File: config.mk
export PLATFORM = sky130hd
export DESIGN_NAME = hbd_port
export DESIGN_NICKNAME = d
export VERILOG_FILES = /design/src/shared/hbd_pkg.sv /design/src/hdl/hbd_port.sv
export VERILOG_INCLUDE_DIRS = /design/src /design/src/shared
export SDC_FILE = /design/constraint.sdc
export NUM_CORES = 1
export LEC_CHECK = 0
export BUFFER_PORTS_ARGS = -buffer_cell sky130_fd_sc_hd__buf_4
export CAP_MARGIN = 0
export CORE_AREA = 3 3 172 132
export CTS_CLUSTER_SIZE = 30
export DETAILED_ROUTE_END_ITERATION = 7
export DIE_AREA = 0 0 175 135
export GPL_TIMING_DRIVEN = 0
export HOLD_SLACK_MARGIN = 0.05
export PLACE_DENSITY_LB_ADDON = 0.05
export SETUP_SLACK_MARGIN = 0.3
export SYNTH_ARGS = -nofsm -noshare
export SYNTH_HDL_FRONTEND = slang
export SYNTH_SLANG_ARGS = --single-unit
File: constraint.sdc
create_clock -name i_mclk -period 4.5 [get_ports i_mclk]
set_clock_uncertainty 0.1 [all_clocks]
set_input_delay 1.125 -clock i_mclk [delete_from_list [all_inputs] [get_ports i_mclk]]
set_output_delay 1.125 -clock i_mclk [all_outputs]
set_load 0.02 [all_outputs]
File: src/shared/hbd_params.svh
`ifndef HBD_PARAMS_SVH
`define HBD_PARAMS_SVH
// ----------------------------------------
// register window and vectors
// ----------------------------------------
`define HBD_CSR_BASE    16'hff20
`define HBD_VEC_DEF     16'h0088
`define HBD_VEC_ALT     16'h00ac
// ----------------------------------------
// dma burst and buffer sizing
// ----------------------------------------
`define HBD_BURST_SHORT 3'h2
`define HBD_BURST_LONG  3'h4
`define HBD_FIFO_DEPTH  8
`define HBD_ADDR_STEP   22'h000002
`endif

File: src/shared/hbd_pkg.sv
package hbd_pkg;
    // bus control lines, one bit per line, 1 = asserted
    typedef struct packed {
        logic sync;
        logic din;
        logic dout;
        logic rply;
        logic wtbt;
        logic bs7;
    } hbd_ctl_t;

    typedef struct packed {
        logic        wr;
        logic        rd;
        logic [3:0]  idx;
        logic [15:0] data;
    } hbd_pio_t;

    typedef struct packed {
        logic [21:0] addr;
        logic        to_mem;
        logic        burst4;
        logic        block;
    } hbd_dma_cmd_t;

    typedef enum logic [2:0] {
        ST_IDLE = 3'h0,
        ST_REQ  = 3'h1,
        ST_ADDR = 3'h3,
        ST_SYNC = 3'h2,
        ST_DATA = 3'h6,
        ST_DONE = 3'h7
    } hbd_state_t;
endpackage

File: src/hdl/hbd_port.sv
`timescale 1ns/1ps
`include "hbd_params.svh"

// ----------------------------------------
// data buffer
// ----------------------------------------
module hbd_fifo #(
    parameter int W = 16,
    parameter int D = `HBD_FIFO_DEPTH
) (
    input  wire logic         i_mclk,
    input  wire logic         i_sys_rst,
    input  wire logic         i_clr,
    input  wire logic         i_valid,
    output logic              o_ready,
    input  wire logic [W-1:0] i_data,
    output logic              o_valid,
    input  wire logic         i_ready,
    output logic [W-1:0]      o_data
);
    localparam int AW = $clog2(D);
    localparam logic [AW:0] FULL = D[AW:0];
    logic [W-1:0]  mem_q [D];
    logic [AW-1:0] wp_q, wp_d, rp_q, rp_d;
    logic [AW:0]   cnt_q, cnt_d;
    logic          rdy_q, rdy_d, vld_q, vld_d, push, pop;

    always_comb begin
        push  = i_valid && rdy_q;
        pop   = vld_q && i_ready;
        wp_d  = push ? wp_q + 1'b1 : wp_q;
        rp_d  = pop ? rp_q + 1'b1 : rp_q;
        cnt_d = cnt_q + {{AW{1'b0}}, push} - {{AW{1'b0}}, pop};
        if (i_clr) begin
            wp_d  = '0;
            rp_d  = '0;
            cnt_d = '0;
        end
        rdy_d = (cnt_d != FULL);
        vld_d = (cnt_d != '0);
    end

    always_ff @(posedge i_mclk or posedge i_sys_rst) begin
        if (i_sys_rst) begin
            wp_q  <= '0;
            rp_q  <= '0;
            cnt_q <= '0;
            rdy_q <= 1'b1;
            vld_q <= 1'b0;
        end else begin
            wp_q  <= wp_d;
            rp_q  <= rp_d;
            cnt_q <= cnt_d;
            rdy_q <= rdy_d;
            vld_q <= vld_d;
        end
    end

    // storage carries no reset; only the pointers, count and ready/valid flags need a defined value
    always_ff @(posedge i_mclk) begin
        if (push) begin
            mem_q[wp_q] <= i_data;
        end
    end

    assign o_ready = rdy_q;
    assign o_valid = vld_q;
    assign o_data  = mem_q[rp_q];
endmodule // hbd_fifo

// ----------------------------------------
// host bus port
// ----------------------------------------
module hbd_port #(
    parameter logic [15:0] P_CSR_BASE = `HBD_CSR_BASE,
    parameter logic [15:0] P_VEC_DEF  = `HBD_VEC_DEF,
    parameter logic [15:0] P_VEC_ALT  = `HBD_VEC_ALT,
    parameter int          P_DEPTH    = `HBD_FIFO_DEPTH
) (
    input  wire logic                  i_mclk,
    input  wire logic                  i_sys_rst,
    input  wire logic                  i_init_l,
    input  wire hbd_pkg::hbd_ctl_t     i_ctl_l,
    output hbd_pkg::hbd_ctl_t          o_ctl_l,
    output hbd_pkg::hbd_ctl_t          o_ctl_oe,
    input  wire logic [15:0]           i_dal_l,
    output logic [15:0]                o_dal_l,
    output logic                       o_dal_oe,
    output logic [5:0]                 o_xdal_l,
    output logic                       o_xdal_oe,
    input  wire logic                  i_ref_l,
    output logic                       o_dmr_l,
    output logic                       o_sack_l,
    input  wire logic                  i_dmgi_l,
    output logic                       o_dmgo_l,
    output logic                       o_irq5_l,
    input  wire logic                  i_iaki_l,
    output logic                       o_iako_l,
    output logic                       o_evnt_l,
    output hbd_pkg::hbd_pio_t          o_pio,
    input  wire logic [15:0]           i_pio_rdata,
    input  wire logic                  i_dma_go,
    input  wire hbd_pkg::hbd_dma_cmd_t i_dma_cmd,
    output logic                       o_dma_busy,
    input  wire logic                  i_wr_valid,
    output logic                       o_wr_ready,
    input  wire logic [15:0]           i_wr_data,
    output logic                       o_rd_valid,
    output logic [15:0]                o_rd_data,
    input  wire logic                  i_ready_flag,
    input  wire logic                  i_attn,
    input  wire logic                  i_err,
    input  wire logic                  i_int_en,
    input  wire logic                  i_vec_sel,
    input  wire logic                  i_rtc_en,
    input  wire logic                  i_rtc_evt
);
    import hbd_pkg::*;

    // vector table, loaded from parameters like a small prom
    localparam logic [15:0] VEC_LUT [2] = '{P_VEC_DEF, P_VEC_ALT};

    hbd_ctl_t    bin, ctl_q, ctl_d, ctl_n_q;
    hbd_state_t  st_q, st_d;
    hbd_pio_t    pio_q, pio_d;
    logic [21:0] addr_q, addr_d;
    logic [15:0] dal_in, dal_d, dal_n_q, rdd_q, rdd_d, fifo_data;
    logic [5:0]  xdal_n_q, xdal_d;
    logic [3:0]  idx_q, idx_d;
    logic [2:0]  cnt_q, cnt_d;
    logic        to_mem_q, to_mem_d, blk_q, blk_d, dmr_q, dmr_d, sack_q, sack_d;
    logic        dmgo_q, dmgo_d, iako_q, iako_d, dal_oe_q, dal_oe_d, xdal_oe_q, xdal_oe_d;
    logic        sel_q, sel_d, sync_in_q, rdv_q, rdv_d, busy_q, busy_d;
    logic        pend_q, pend_d, irq_n_q, irq_d, hold_q, hold_d, evnt_n_q, evnt_d;
    logic        rdy_q, attn_q, err_q, ie_q;
    logic        init, dmg_in, iak_in, ref_in, fifo_valid, fifo_pop, slave_ok, req, evt;

    assign bin    = ~i_ctl_l;
    assign dal_in = ~i_dal_l;
    assign init   = ~i_init_l;
    assign dmg_in = ~i_dmgi_l;
    assign iak_in = ~i_iaki_l;
    assign ref_in = ~i_ref_l;

    hbd_fifo #(.W(16), .D(P_DEPTH)) u_wr_fifo (
        .i_mclk    (i_mclk),
        .i_sys_rst (i_sys_rst),
        .i_clr     (init),
        .i_valid   (i_wr_valid),
        .o_ready   (o_wr_ready),
        .i_data    (i_wr_data),
        .o_valid   (fifo_valid),
        .i_ready   (fifo_pop),
        .o_data    (fifo_data)
    );

    // ----------------------------------------
    // next-state logic
    // ----------------------------------------
    always_comb begin
        st_d = st_q; addr_d = addr_q; to_mem_d = to_mem_q; blk_d = blk_q; cnt_d = cnt_q;
        dmr_d = dmr_q; sack_d = sack_q; busy_d = busy_q; ctl_d = '0; dal_d = '0;
        dal_oe_d = 1'b0; xdal_d = '0; xdal_oe_d = 1'b0; sel_d = sel_q; idx_d = idx_q;
        pio_d = '0; rdv_d = 1'b0; rdd_d = rdd_q; pend_d = pend_q; fifo_pop = 1'b0;
        hold_d = hold_q && iak_in;
        case (st_q)
            ST_IDLE: if (i_dma_go) begin
                addr_d   = i_dma_cmd.addr;
                to_mem_d = i_dma_cmd.to_mem;
                blk_d    = i_dma_cmd.block;
                cnt_d    = i_dma_cmd.burst4 ? `HBD_BURST_LONG : `HBD_BURST_SHORT;
                dmr_d    = 1'b1;
                busy_d   = 1'b1;
                st_d     = ST_REQ;
            end
            // wait for the previous master to let go of sync and reply
            ST_REQ: if (dmg_in && !bin.sync && !bin.rply) begin
                sack_d = 1'b1;
                dmr_d  = 1'b0;
                st_d   = ST_ADDR;
            end
            ST_ADDR: st_d = ST_SYNC;
            ST_SYNC: st_d = ST_DATA;
            ST_DATA: if (bin.rply && (ctl_q.din || ctl_q.dout)) begin
                rdv_d    = !to_mem_q;
                rdd_d    = to_mem_q ? rdd_q : dal_in;
                fifo_pop = to_mem_q;
                st_d     = ST_DONE;
            end
            ST_DONE: if (!bin.rply) begin
                addr_d = addr_q + `HBD_ADDR_STEP;
                cnt_d  = cnt_q - 3'h1;
                if (cnt_q == 3'h1) begin
                    sack_d = 1'b0;
                    busy_d = 1'b0;
                    st_d   = ST_IDLE;
                end else if (blk_q && ref_in) begin
                    st_d = ST_DATA;
                end else begin
                    st_d = ST_ADDR;
                end
            end
            default: st_d = ST_IDLE;
        endcase
        // master drive follows the state being entered
        if (st_d == ST_ADDR || st_d == ST_SYNC) begin
            dal_d     = addr_d[15:0];
            dal_oe_d  = 1'b1;
            xdal_d    = addr_d[21:16];
            xdal_oe_d = 1'b1;
            ctl_d.bs7  = (&addr_d[21:12]) || blk_d;
            ctl_d.wtbt = to_mem_d;
        end
        ctl_d.sync = (st_d == ST_SYNC || st_d == ST_DATA || st_d == ST_DONE);
        if (st_d == ST_DATA) begin
            if (to_mem_d) begin
                ctl_d.dout = fifo_valid;
                dal_d      = fifo_data;
                dal_oe_d   = 1'b1;
            end else begin
                ctl_d.din = 1'b1;
            end
        end
        // slave cycles only while we are not master
        slave_ok = (st_q == ST_IDLE || st_q == ST_REQ);
        if (bin.sync && !sync_in_q && slave_ok) begin
            sel_d = (dal_in[15:5] == P_CSR_BASE[15:5]);
            idx_d = dal_in[4:1];
        end else if (!bin.sync) begin
            sel_d = 1'b0;
        end
        if (sel_q && bin.din) begin
            ctl_d.rply = 1'b1;
            dal_d      = i_pio_rdata;
            dal_oe_d   = 1'b1;
            pio_d.rd   = !ctl_q.rply;
            pio_d.idx  = idx_q;
        end else if (sel_q && bin.dout) begin
            ctl_d.rply = 1'b1;
            pio_d.wr   = !ctl_q.rply;
            pio_d.idx  = idx_q;
            pio_d.data = dal_in;
        end
        // interrupt acknowledge
        req = pend_q && i_int_en;
        if (iak_in && bin.din && (req || hold_q)) begin
            ctl_d.rply = 1'b1;
            dal_d      = VEC_LUT[i_vec_sel];
            dal_oe_d   = 1'b1;
            hold_d     = 1'b1;
            pend_d     = 1'b0;
        end
        iako_d = iak_in && !req && !hold_q;
        dmgo_d = dmg_in && st_q == ST_IDLE && !i_dma_go;
        // a new event wins over the acknowledge clear in the same cycle
        evt = i_int_en && ((i_ready_flag && !rdy_q)
              || (i_attn && !attn_q && i_ready_flag)
              || (i_err && !err_q)
              || (i_int_en && !ie_q && i_ready_flag));
        if (!i_int_en) pend_d = 1'b0;
        if (evt) pend_d = 1'b1;
        irq_d  = pend_d && i_int_en;
        evnt_d = i_rtc_en && i_rtc_evt;
        if (init) begin
            st_d = ST_IDLE; dmr_d = 1'b0; sack_d = 1'b0; busy_d = 1'b0; ctl_d = '0;
            dal_oe_d = 1'b0; xdal_oe_d = 1'b0; sel_d = 1'b0; pio_d = '0; rdv_d = 1'b0;
            pend_d = 1'b0; irq_d = 1'b0; hold_d = 1'b0; dmgo_d = 1'b0; iako_d = 1'b0;
            evnt_d = 1'b0; fifo_pop = 1'b0;
        end
    end

    // ----------------------------------------
    // registers
    // ----------------------------------------
    always_ff @(posedge i_mclk or posedge i_sys_rst) begin
        if (i_sys_rst) begin
            st_q <= ST_IDLE; addr_q <= '0; to_mem_q <= 1'b0; blk_q <= 1'b0; cnt_q <= '0;
            dmr_q <= 1'b0; sack_q <= 1'b0; busy_q <= 1'b0; ctl_q <= '0; ctl_n_q <= '1;
            dal_n_q <= '1; dal_oe_q <= 1'b0; xdal_n_q <= '1; xdal_oe_q <= 1'b0;
            sel_q <= 1'b0; idx_q <= '0; pio_q <= '0; rdv_q <= 1'b0; rdd_q <= '0;
            pend_q <= 1'b0; irq_n_q <= 1'b1; hold_q <= 1'b0; evnt_n_q <= 1'b1;
            dmgo_q <= 1'b0; iako_q <= 1'b0; sync_in_q <= 1'b0;
            rdy_q <= 1'b0; attn_q <= 1'b0; err_q <= 1'b0; ie_q <= 1'b0;
        end else begin
            st_q <= st_d; addr_q <= addr_d; to_mem_q <= to_mem_d; blk_q <= blk_d; cnt_q <= cnt_d;
            dmr_q <= dmr_d; sack_q <= sack_d; busy_q <= busy_d; ctl_q <= ctl_d; ctl_n_q <= ~ctl_d;
            dal_n_q <= ~dal_d; dal_oe_q <= dal_oe_d; xdal_n_q <= ~xdal_d;
            xdal_oe_q <= xdal_oe_d; sel_q <= sel_d; idx_q <= idx_d; pio_q <= pio_d;
            rdv_q <= rdv_d; rdd_q <= rdd_d; pend_q <= pend_d; irq_n_q <= ~irq_d; hold_q <= hold_d;
            evnt_n_q <= ~evnt_d; dmgo_q <= dmgo_d; iako_q <= iako_d; sync_in_q <= bin.sync;
            rdy_q <= i_ready_flag; attn_q <= i_attn; err_q <= i_err; ie_q <= i_int_en;
        end
    end

    assign o_ctl_l    = ctl_n_q;
    assign o_ctl_oe   = ctl_q;
    assign o_dal_l    = dal_n_q;
    assign o_dal_oe   = dal_oe_q;
    assign o_xdal_l   = xdal_n_q;
    assign o_xdal_oe  = xdal_oe_q;
    assign o_dmr_l    = ~dmr_q;
    assign o_sack_l   = ~sack_q;
    assign o_dmgo_l   = ~dmgo_q;
    assign o_iako_l   = ~iako_q;
    assign o_irq5_l   = irq_n_q;
    assign o_evnt_l   = evnt_n_q;
    assign o_pio      = pio_q;
    assign o_dma_busy = busy_q;
    assign o_rd_valid = rdv_q;
    assign o_rd_data  = rdd_q;

    // ----------------------------------------
    // checks
    // ----------------------------------------
    a_dmr_request: assert property (@(posedge i_mclk) disable iff (i_sys_rst)
        (st_q == ST_IDLE && i_dma_go && !init) |=> !o_dmr_l) else $error("dma request not raised");
    a_sack_grant: assert property (@(posedge i_mclk) disable iff (i_sys_rst)
        $rose(sack_q) |-> $past(dmg_in) && $past(dmr_q)) else $error("acknowledge without grant");
    a_grant_block: assert property (@(posedge i_mclk) disable iff (i_sys_rst)
        dmr_q |=> o_dmgo_l) else $error("grant passed while requesting");
    a_bs7_bank: assert property (@(posedge i_mclk) disable iff (i_sys_rst || init)
        (st_q == ST_ADDR || st_q == ST_SYNC) |-> ctl_q.bs7 == ((&addr_q[21:12]) || blk_q))
        else $error("bank select wrong");
    a_sync_hold: assert property (@(posedge i_mclk) disable iff (i_sys_rst)
        $rose(ctl_q.din) |-> ctl_q.sync && $past(ctl_q.sync)) else $error("data-in without sync");
    a_dout_rply: assert property (@(posedge i_mclk) disable iff (i_sys_rst)
        $fell(ctl_q.dout) |-> $past(bin.rply) || $past(init)) else $error("data-out dropped early");
    a_din_rply: assert property (@(posedge i_mclk) disable iff (i_sys_rst)
        $fell(ctl_q.din) |-> $past(bin.rply) || $past(init)) else $error("data-in dropped early");
    a_slave_reply: assert property (@(posedge i_mclk) disable iff (i_sys_rst)
        (sel_q && bin.dout && !bin.din && !ctl_q.rply && !init) |=> ctl_q.rply && o_pio.wr)
        else $error("slave write not answered");
    a_iak_fwd: assert property (@(posedge i_mclk) disable iff (i_sys_rst)
        (iak_in && !(pend_q && i_int_en) && !hold_q && !init) |=> !o_iako_l) else $error("ack not forwarded");
    a_init_clear: assert property (@(posedge i_mclk) disable iff (i_sys_rst)
        init |=> st_q == ST_IDLE && o_dmr_l && o_irq5_l && o_sack_l) else $error("init did not clear");
    a_ready_irq: assert property (@(posedge i_mclk) disable iff (i_sys_rst)
        (i_ready_flag && !rdy_q && i_int_en && !init) |=> !o_irq5_l) else $error("ready gave no request");
    a_irq_gate: assert property (@(posedge i_mclk) disable iff (i_sys_rst)
        !i_int_en |=> o_irq5_l) else $error("request while disabled");
    a_burst_release: assert property (@(posedge i_mclk) disable iff (i_sys_rst)
        (st_q == ST_DONE && !bin.rply && cnt_q == 3'h1) |=> o_sack_l && !ctl_q.sync && !o_dma_busy)
        else $error("bus kept after burst");
endmodule // hbd_port

# After elaboration in Yosys (flattened, before gate mapping)
# Memories as Yosys holds them, arrays and structs flattened.
# Index checks and enable logic that the tools add are counted.
# op_classes
bitwise	16
magnitude_cmp	1
n_addsub	6
n_mux	87
reduce_logical	58
eq_ne	24
# ops
operator	n
2-to-1 mux 16 bit	8
2-to-1 mux 22 bit	3
2-to-1 mux 1 bit	48
one-hot mux 22 bit (2 select lines)	1
2-to-1 mux 3 bit	14
inverter 16 bit	2
logical AND 1 bit	27
adder 22 x 2 -> 22 bit, second input constant	1
2-to-1 mux 20 bit	1
2-to-1 mux 6 bit	3
inverter 6 bit	3
one-hot mux 3 bit (6 select lines)	1
equality test 3 x 2 -> 1 bit, second input constant	4
equality test 3 bit, second input constant	4
zero test 1 bit	12
!= test 3 bit, second input constant	4
equality test 11 bit, second input constant	1
logical OR 1 bit	10
inverter 1 bit	10
AND reduction 10 bit	1
!= test 3 x 1 -> 1 bit, second input constant	3
AND reduction 3 bit	3
2-to-1 mux 4 bit	2
AND reduction 4 bit	2
other kinds (17)	24
# word_totals
mem_bits_rw	128
memories	1
register_bits	136
word_cells	241
out_inout_bits	83
# memory_table
memory	depth	word_bits	read_ports	rd_clocked_by_memory_dff	wr	line	source
u_wr_fifo.mem_q	8	16	1	0	1	hbd_port.sv:23	logic [W-1:0] mem_q [D];

# Longest topological paths before layout
# Gate-level depths: netlist (run 1).
# logic_depth
word_depth	14
depth_mapped	11

# By module
# A second synthesis (run 1) with hierarchy kept.
# unflattened
cells_unflattened	762
hier_area_um2	10925.5
# by_module_without_submodules
mod	seq_area_each_um2	area_each_um2	cells_each	instances
hbd_fifo	4145.2	5576.6	257	1
hbd_port	3140.5	5348.9	505	1

# Least setup slack after synthesis (run 1)
# No wires, ideal clock.
# synth_timing
path_kind	input to register
from	in i_ctl_l[2] (netlist name)
to	reg u_wr_fifo.vld_q (netlist: u_wr_fifo.o_valid)
arrival_ns	3.278
setup_ns	0.126
required_time_ns	4.274
stages	9
setup_slack_ns	0.996
cell_sequence	nand3b_1 nor4_1 ha_1 inv_1 ha_1 fa_1 and2_1 nor3_1 nand2b_1
# synth_via
elab_chain_len	9
# synth_rtl
item	line	source
from (decl)	hbd_port.sv:83	input wire hbd_pkg::hbd_ctl_t i_ctl_l,
inverter 6 bit	hbd_port.sv:138	assign bin = ~i_ctl_l;
logical AND 1 bit	hbd_port.sv:184	ST_DATA: if (bin.rply && (ctl_q.din || ctl_q.dout)) begin
2-to-1 mux 1 bit	hbd_port.sv:184	
2-to-1 mux 1 bit	hbd_port.sv:166	case (st_q)
2-to-1 mux 1 bit	hbd_port.sv:264	if (init) begin
logical AND 1 bit	hbd_port.sv:30	pop = vld_q && i_ready;
subtractor 4 x 1 -> 4 bit	hbd_port.sv:33	cnt_d = cnt_q + {{AW{1'b0}}, push} - {{AW{1'b0}}, pop};
2-to-1 mux 4 bit	hbd_port.sv:34	if (i_clr) begin
via u_wr_fifo.cnt_d[1]	hbd_port.sv:25	logic [AW:0] cnt_q, cnt_d;
nonzero test 4 bit	hbd_port.sv:40	vld_d = (cnt_d != '0);
via u_wr_fifo.vld_d	hbd_port.sv:26	logic rdy_q, rdy_d, vld_q, vld_d, push, pop;
to (signal assigned)	hbd_port.sv:55	vld_q <= vld_d;
to (decl)	hbd_port.sv:26	
# The timed path passes the listed nets, and every way through them passes these cells.
# A chain may end at the register's enable or synchronous reset.

# Worst setup path after layout (run 1)
# Same ends and word-level chain as after synthesis.

==> results of run 1 <==
-- cell usage in the layout, fill, tap and decap left out, types with 6 or more instances in the layout --
master	synthesis	final
buf_4	2	175
buf_2	12	12
xor2_1	7	7
a221oi_1	6	6
nand2_1	75	75
o21ai_0	32	32
nor3_1	11	9
nand4_1	9	9
nor2_1	62	56
nor2_2	0	6
mux2_2	11	11
and2_1	13	13
ha_1	9	9
clkbuf_16	0	27
nand3_1	18	18
edfxtp_1	128	128
mux2i_1	10	10
a21oi_1	25	25
buf_16	0	6
nand2b_1	11	11
clkbuf_8	0	6
dfstp_2	31	31
mux4_2	32	32
nor4_1	7	7
clkbuf_1	23	29
inv_1	29	28
dfrtp_1	105	105
a221o_1	14	14
o211ai_1	16	16
-- synth_stat cells, types with 2 or more instances --
master / n
a211o_1: 2
a211oi_1: 2
a21o_1: 3
a21oi_1: 25
a221o_1: 14
a221oi_1: 6
a22oi_1: 3
a31oi_1: 4
and2_1: 13
and3_1: 3
and4_1: 2
buf_2: 12
buf_4: 2
clkbuf_1: 23
dfrtp_1: 105
dfstp_2: 31
edfxtp_1: 128
ha_1: 9
inv_1: 29
mux2_2: 11
mux2i_1: 10
mux4_2: 32
nand2_1: 75
nand2b_1: 11
nand3_1: 18
nand4_1: 9
nand4b_1: 2
nor2_1: 62
nor2b_1: 4
nor3_1: 11
nor4_1: 7
o211ai_1: 16
o21a_1: 4
o21ai_0: 32
o221ai_1: 4
o22ai_1: 3
o311ai_0: 3
o31a_1: 2
or2_2: 4
or3_1: 2
xnor2_1: 2
xor2_1: 7
-- cell families after synthesis --
| kind of cell | count (synthesis) | synth area share |
|---|---|---|
| AOI/OAI and AO/OA | 130 | 0.0827 |
| muxes | 53 | 0.0876 |
| xor gates and xnor gates | 9 | 0.00731 |
| adders and majority gates | 10 | 0.0123 |
| DFF | 264 | 0.676 |
| and+or+nand+nor | 234 | 0.109 |
| buffers and inverters | 68 | 0.0258 |
-- state kept, by name, summed over array words and instances, names as in the netlist, 3 cells and up --
name	count
u_wr_fifo.mem_q	128
addr_q	22
o_pio	22
u_wr_fifo.wp_q	3
o_dal_l	16
st_q	3
o_ctl_oe	6
u_wr_fifo.cnt_q	4
o_ctl_l	6
cnt_q	3
u_wr_fifo.rp_q	3
idx_q	4
o_rd_data	16
o_xdal_l	6
-- worst paths after layout --
kind	start	end	slack [ns]	depth (start not counted)
worst max-delay path	i_ctl_l[2]	u_wr_fifo.o_valid	0.95	10
worst min-delay path	u_wr_fifo.o_valid	o_ctl_l[3]	0.36	1
max in group asynchronous	i_sys_rst	o_ctl_l[2]	2.53	5
worst max register to register	st_q[2]	u_wr_fifo.o_valid	1.02	10
min in group asynchronous	i_sys_rst	addr_q[13]	0.59	2
worst min register to register	u_wr_fifo.o_valid	o_ctl_l[3]	0.36	1
-- final cells by class --
type / instances / area, sq um
tap: 288 / 360
clock buffer: 40 / 788
sequential: 264 / 7290
multi-input combinational: 436 / 3240
fill: 1610 / 7430
timing repair buffer: 186 / 1570
buffer: 38 / 165
clock inverter: 10 / 104
inverter: 30 / 116
-- per-stage QoR --
stage | cell area, sq um | util | std cells | setup WS (ns)
after detailed placement | 12700 | 0.605 | 1242 | 0.364
after global routing | 13600 | 0.647 | 1292 | 0.752
after global placement | 12400 | 0.591 | 1229 | 0.147
after floorplan | 10800 | - | 768 | 0.996
after CTS | 13600 | 0.647 | 1292 | 0.925
final | 13600 | 0.647 | 1292 | 0.945
-- report_power, final --
part	internal, mW	leakage [nW]	switching [mW]	total, mW
sequential	2.75	2.87	0.136	2.89
clock	1.33	0.442	0.899	2.22
combinational	0.351	2.16	0.497	0.848
total	4.43	5.47	1.53	5.96
-- per-layer routing --
metal,GRT usage,up-vias
li1,-,3300
met1,0.353,3710
met2,0.358,273
met3,0.0534,51
met4,0.0669,2
met5,0,-
==> results.toml, run 1 <==
[status]
status = "completed"

[critical_path]
cp_data_required_time_ns = 4.81
slowest_stage = "nor4_1"
cp.arrival_ns = 3.87
slowest_delay_ns = 0.83
crit_path_max_fanout = 4
endpoint_kind = "flop"
path_cells = "buf_4 -> nand3b_1 -> nor4_1 -> ha_1 -> inv_1 -> ha_1 -> fa_1 -> and2_1 -> nor3_1 -> nand2b_1"
critical_path.most_common_cell = "ha_1"
critPathKind = "primary input to flop"
setup.worst_path.start_class = "primary input"
path_buf_inv = 2
path_delay_family = "simple AND/OR/NAND/NOR gates"

[placed_design]
gp_congestion = 0.884
portBuffers = 173
hpwl_microns = 20100

[die]
coreArea_sq_um = 21100
initial_core_util = 0.512
die_w_microns = 175
ios = 177
die_h_microns = 135
std_cell_rows = 46
dieArea_sq_um = 23600

[clock_network]
clkTransAtPathRegs_ns = 0.06
cts_resized = 0
cts_buffers = 27
holdBufCountCts = 0
cts_tree = "done"
cts_sinks = 264
cts_buffer_depth = 3
cts_htree_levels = 1
clock_latency_ns = 0.53
postCtsSetupBuffers = 0
clockRootBuffer = "clkbuf_16"

[sta]
tns_ns = 0
maxSlewHeadroom = 0.382
setup_viol = 0
maxSlewViolCount = 0
rsz0062_at_grt = "false"
tightestPinTransition_ns = 0.918
min_period_over_period = 0.790
final-hold-violation-count = 0
fin_crit_ns = 3.55
maxClockFrequency_ghz = 0.281
hold_ws_ns = 0.359

[route]
wl_per_cell_microns = 21.5
vias = 7336
via_per_inst = 5.68
wirelength_microns = 27800
drt_pre_antenna_iters = 5
routed.top_layer = "met5"
wl_met3_microns = 2070
drc = 0
wl_met1_microns = 12300
final_antenna_net_count = 0
first_iter_violations = 662
wl_met2_microns = 12700

[pwr]
powerDensity_nw_per_um2 = 437
power_leakage_nw = 5.47
irDropWorstVdd_uv = 276
finalPower_mw = 5.96

[grt]
grt_use_total = 0.238
grt_max_degree = 41
grt_antenna_before_repair = 1
grt-ovfl-total = 0
grt_pass1_wl_microns = 43400
grt_pass1_vias = 7722

[synth]
avgSynthCellArea_sq_um = 14.0
async_flop_share = 0.515
synth_top_area_share = 0.356
synthCells = 768
synth_flop_cell = "edfxtp_1"
synth_edf_count = 128
ys_seq_area_frac = 0.676
syn_nets = 872
synth_area_leaders = "edfxtp_1, dfrtp_1, dfstp_2"
syn_area_sq_um = 10800
ys_seq_elements = 264
yosysTopAreaCell = "edfxtp_1"
synth_cell_types = 63
yosysWarnings = 0

[layout]
num_antenna_cells = 0
nets = 1087
syn2layout_area_growth_pct = 26.4
drive_gt1_frac = 0.336

[run]
cap_violations = 0

[worst_hold_path]
hp-class = "flop to flop"
(Power assumes the default switching activity.)
==> run 2, diff against run 1 <==
CORE_AREA = 3 3 165 127   (was 3 3 172 132)
DIE_AREA = 0 0 168 130   (was 0 0 175 135)
clock period = 3.3 ns   (was 4.5 ns; I/O delays follow)
==> results.toml, run 2 (same netlist as run 1, synthesis figures left out) <==
[placed_design]
dpl_worst_slack_ns = -0.0762
place_inst = 1205
hpwl_microns = 19800
dpl_cell_area_sq_um = 12700
portBuffers = 173
gp_congestion = 0.906

[grt]
grt_max_degree = 45
grt-ovfl-total = 0
grt_pass1_wl_microns = 42300
grt_pass1_vias = 7452
grt_antenna_before_repair = 0
grt_use_total = 0.250

[sta]
rsz0062_at_grt = "true"
setup_slack_ns = 0.473
maxSlewHeadroom = 0.358
maxClockFrequency_ghz = 0.354
final-hold-violation-count = 0
min_period_over_period = 0.857
maxSlewViolCount = 0
tightestPinTransition_ns = 0.957
setup_viol = 0
fin_crit_ns = 2.83

[route]
wl_per_cell_microns = 21.8
drt_pre_antenna_iters = 5
wirelength_microns = 27300
first_iter_violations = 681
via_per_inst = 5.85
drc = 0
vias = 7341
final_antenna_net_count = 0

[critical_path]
r2r-end = "u_wr_fifo.o_valid"
slowest_delay_ns = 0.44
cp_data_required_time_ns = 3.61
slowest_stage = "nor4_4"
reg2reg_slack_ns = 0.47
critPathKind = "flop to flop"
cp.arrival_ns = 3.14
reg2reg_depth = 10
timing.rr.start = "st_q[2]"
path_delay_family = "simple AND/OR/NAND/NOR gates"
setup.worst_path.start_class = "flop"
critical_path.most_common_cell = "ha_1"
path_buf_inv = 2
path_cells = "buf_6 -> nand3b_1 -> nor4_4 -> ha_1 -> inv_1 -> ha_1 -> fa_1 -> and2_1 -> nor3_2 -> nand2b_1"
crit_path_max_fanout = 10
endpoint_kind = "flop"

[layout]
layout_common_cells = "buf_4, edfxtp_1, dfrtp_1"
regArea_sq_um = 7290
regMostFlops = "u_wr_fifo.mem_q"
mostFrequentLayoutCell = "buf_4"
design_area_sq_um = 13400
multi_input_area_sq_um = 3270
finalNonFillerCells = 1255
nets = 1087
largest_reg_flops = 128
drive_gt1_frac = 0.340
num_antenna_cells = 0
fillCellCount = 1356
syn2layout_area_growth_pct = 24.7

[die]
die_w_microns = 168
initial_core_util = 0.558
coreArea_sq_um = 19300
std_cell_rows = 44
die_h_microns = 130
ios = 177
dieArea_sq_um = 21800

[clock_network]
clkTransAtPathRegs_ns = 0.06
clockRootBuffer = "clkbuf_16"
clock_latency_ns = 0.52
cts_buffers = 25
cts_htree_levels = 1
cts_tree = "done"
cts_sinks = 264
cts_buffer_depth = 3

[status]
status = "completed"

[pwr]
powerDensity_nw_per_um2 = 574
power_leakage_nw = 5.40
irDropWorstVdd_uv = 538
finalPower_mw = 7.73

[worst_hold_path]
hp-class = "primary input to async pin"

[run]
cap_violations = 0
## run 2: changes by cell type in the layout (fill, tap and decap cells not counted), moves of 3 or more
cell	delta
buf_8	+3
buf_16	-3
clkbuf_8	-4
buf_4	+3
clkbuf_1	-4
## run 2: per-stage QoR
stage	hold slack [ns]	TNS [ns]	util
4_1_cts	0.213	0	0.694
5_1_grt	0.231	0	0.696
3_3_place_gp	0.356	-30.74	0.643
3_5_place_dp	0.369	-0.102	0.655
6_report	0.210	0	0.696
2_1_floorplan	0.323	0	-
## run 2: power breakdown
part / internal, mW / switching, mW
sequential: 3.76 / 0.189
clock: 1.44 / 1.19
combinational: 0.476 / 0.670
total: 5.67 / 2.05
## run 2: what timing repair did
item	in CTS	in global routing
setup endpoints to repair	1	5
buffers inserted	0	4
pin swaps	1	1
resized for setup	0	6
hold buffers	0	0
## run 2: how the worst max path moves through the flow
| stage | start | to | slack (ns) | depth (start not counted) |
|---|---|---|---|---|
| final | st_q[2] | u_wr_fifo.o_valid | 0.47 | 10 |
| after global routing | st_q[1] | u_wr_fifo.o_valid | 0.27 | 10 |
| after CTS | st_q[2] | u_wr_fifo.o_valid | 0.39 | 10 |
| after detailed placement | i_ctl_l[2] | u_wr_fifo.o_valid | -0.08 | 10 |
| after global placement | i_wr_valid | u_wr_fifo.mem_q[0][10] | -0.73 | 4 |
| after floorplan | i_ctl_l[2] | u_wr_fifo.o_valid | 0.34 | 9 |
## run 2: layout make-up
class	count	share of cell area
Buffer	38	0.0127
Tap cell	253	0.0235
Inverter	30	0.00865
Multi-Input combinational cell	436	0.243
Clock inverter	16	0.00661
Timing Repair Buffer	188	0.114
Clock buffer	30	0.0494
Sequential cell	264	0.542
## run 2: metal layers
layer	GRT usage	routed length [microns]
met1	0.367	11900
met2	0.400	13000
met3	0.0442	1860
met4	0.0577	618
met5	0	0
==> run 3, diff against run 2 <==
ABC_AREA = 1   (was not set)
CORE_AREA = 3 3 168 129   (was 3 3 165 127)
DIE_AREA = 0 0 171 132   (was 0 0 168 130)
==> results.toml, run 3 <==
[status]
status = "completed"

[clock_network]
clock_latency_ns = 0.53
clkTransAtPathRegs_ns = 0.06
holdBufCountCts = 0
cts_buffers = 27
cts_sinks = 264
cts_htree_levels = 1
cts_buffer_depth = 3
cts_tree = "done"
clockRootBuffer = "clkbuf_16"

[worst_hold_path]
hp-class = "primary input to async pin"

[synth]
synth_cell_types = 60
yosys.cell_count.top_type = "nand2_1"
synth_top_area_share = 0.343
syn_area_sq_um = 11200
ys_seq_area_frac = 0.649
synthTopCellsByCount = "nand2_1, nor2_1, edfxtp_1"
avgSynthCellArea_sq_um = 10.6
synth_flop_cell = "edfxtp_1"
yosysWarnings = 0
yosysTopAreaCell = "edfxtp_1"
async_flop_share = 0.515
synth_area_leaders = "edfxtp_1, dfrtp_1, dfstp_2"
synthCells = 1058
synth_edf_count = 128
ys_seq_elements = 264
syn_nets = 1162

[pwr]
power_leakage_nw = 6.04
seqPwrFrac = 0.491
switchingPower_mw = 1.98
internal-power_mw = 5.81
irDropWorstVdd_uv = 441
p_sw_frac = 0.254
pwr-share-clk = 0.384
powerDensity_nw_per_um2 = 557
p_comb_frac = 0.125

[layout]
drive_gt1_frac = 0.262
regMostFlops = "u_wr_fifo.mem_q"
design_area_sq_um = 14000
num_antenna_cells = 0
syn2layout_area_growth_pct = 24.7
fillCellCount = 1506
largest_reg_flops = 128
nets = 1380
fin_util = 0.694
mostFrequentLayoutCell = "nand2_1"
layout_common_cells = "nand2_1, buf_4, edfxtp_1"

[critical_path]
endpoint_kind = "flop"
path_buf_inv = 2
cp_data_required_time_ns = 3.59
path_cells = "nor2_2 -> o211ai_2 -> nor4_4 -> ha_1 -> inv_1 -> ha_1 -> fa_1 -> nand2_1 -> inv_1 -> nor3_2 -> o21ai_0"
slowest_stage = "fa_1"
path_delay_family = "adder cells"
slowest_delay_ns = 0.46
crit_path_max_fanout = 4
cp.arrival_ns = 3.11
setup.worst_path.start_class = "flop"
critPathKind = "flop to flop"

[die]
ios = 177
std_cell_rows = 45
die_w_microns = 171
coreArea_sq_um = 20200
dieArea_sq_um = 22600
initial_core_util = 0.557
die_h_microns = 132

[grt]
grt_use_total = 0.261
grt_pass1_wl_microns = 46300
grt-ovfl-total = 0
grt_max_degree = 43
grt_pass1_vias = 8449
grt_antenna_before_repair = 1

[placed_design]
portBuffers = 173
dpl_cell_area_sq_um = 13100
dpl_worst_slack_ns = -0.252
hpwl_microns = 21100
gp_congestion = 0.892

[sta]
hold_ws_ns = 0.191
maxSlewViolCount = 0
fin_crit_ns = 2.83
min_period_over_period = 0.857
setup_slack_ns = 0.471
tns_ns = 0
final-hold-violation-count = 0
maxClockFrequency_ghz = 0.353
rsz0062_at_grt = "false"
tightestPinTransition_ns = 0.954
setup_viol = 0
maxSlewHeadroom = 0.362

[route]
wl_per_cell_microns = 19.2
via_per_inst = 5.58
final_antenna_net_count = 0
wirelength_microns = 29800
drt_pre_antenna_iters = 5
drc = 0
first_iter_violations = 1042
vias = 8664

[run]
cap_violations = 0
run 3: cell types whose count changed in the layout (fill, tap and decap cells not counted), moves of 10 or more:
cell / previous run / this run
o21ai_0: 32 / 89
o22ai_1: 3 / 13
and2_1: 13 / 3
mux2i_1: 10 / 0
mux4_2: 32 / 0
nand2_1: 75 / 199
nand2_2: 0 / 10
mux2_2: 11 / 0
inv_1: 28 / 82
nor2_1: 55 / 120
a221o_1: 14 / 4
nand2b_1: 11 / 0
nand3_1: 18 / 52
a21oi_1: 25 / 37
run 3: stage by stage:
stage | power, mW | std cells
after detailed placement | 4.83 | 1500
after global placement | 4.75 | 1489
after CTS | 7.80 | 1549
after floorplan | 4.42 | 1058
final | 7.79 | 1554
after global routing | 8.07 | 1554
run 3: final timing paths:
check	from	slack [ns]	to	depth (start not counted)
setup / recovery	st_q[0]	0.47	u_wr_fifo.o_valid	11
hold / removal	i_sys_rst	0.19	o_pio[10]	2
setup reg to reg	st_q[0]	0.47	u_wr_fifo.o_valid	11
hold reg to reg	o_ctl_oe[2]	0.38	o_pio[20]	1
max in group asynchronous	i_sys_rst	2.04	o_ctl_l[0]	4
min in group i_mclk	i_attn	0.32	attn_q	1
run 3: power groups by stage:
stage | clock network [mW] | registers (mW) | logic (mW)
finish | 2.99 | 3.83 | 0.972
global route | 3.15 | 3.85 | 1.07
CTS | 3.02 | 3.82 | 0.957
detailed placement | 0 | 3.88 | 0.946
global placement | 0 | 3.88 | 0.872
floorplan | 0 | 3.88 | 0.535
run 3: worst register-to-register path, stage by stage (launching register included):
cell      delay, ns
dfrtp_1        0.44
nor2_2         0.18
o211ai_2       0.14
nor4_4         0.34
ha_1           0.29
inv_1          0.06
ha_1           0.20
fa_1           0.46
nand2_1        0.09
inv_1          0.07
nor3_2         0.20
o21ai_0        0.13
run 3: final cells by class:
class,instances,area (sq um),area share
plain buffers,43,199,0.0142
clock buffers,37,757,0.0541
clock inverters,12,109,0.00778
inverters,93,364,0.0260
multi-input cells,658,3410,0.244
flip-flops and latches,264,7290,0.521
well taps,258,323,0.0231
repair buffers,189,1540,0.110
run 3: repair_timing:
| action | 4_1_cts | 5_1_grt |
|---|---|---|
| endpoints found under the hold margin | 0 | 0 |
| buffers inserted | 0 | 5 |
| setup endpoints to repair | 1 | 2 |
| resized for setup | 1 | 3 |
| pin swaps | 0 | 2 |
run 3: logic make-up after synthesis:
family / Yosys count / synth area share
XOR/XNOR: 3 / 0.00234
buffers and inverters: 136 / 0.0497
AND/OR/NAND/NOR: 444 / 0.177
AO/OA/AOI/OAI: 201 / 0.110
flip-flops: 264 / 0.649
adder cells (fa/ha/maj): 10 / 0.0118
run 3: routing by layer:
layer  part of all wire  global-route usage  up-vias
li1                   -                   -     4057
met1               0.45               0.405     4153
met2               0.44               0.391      404
met3              0.086              0.0420       48
met4              0.024              0.0657        2
met5            0.00030                   0        -
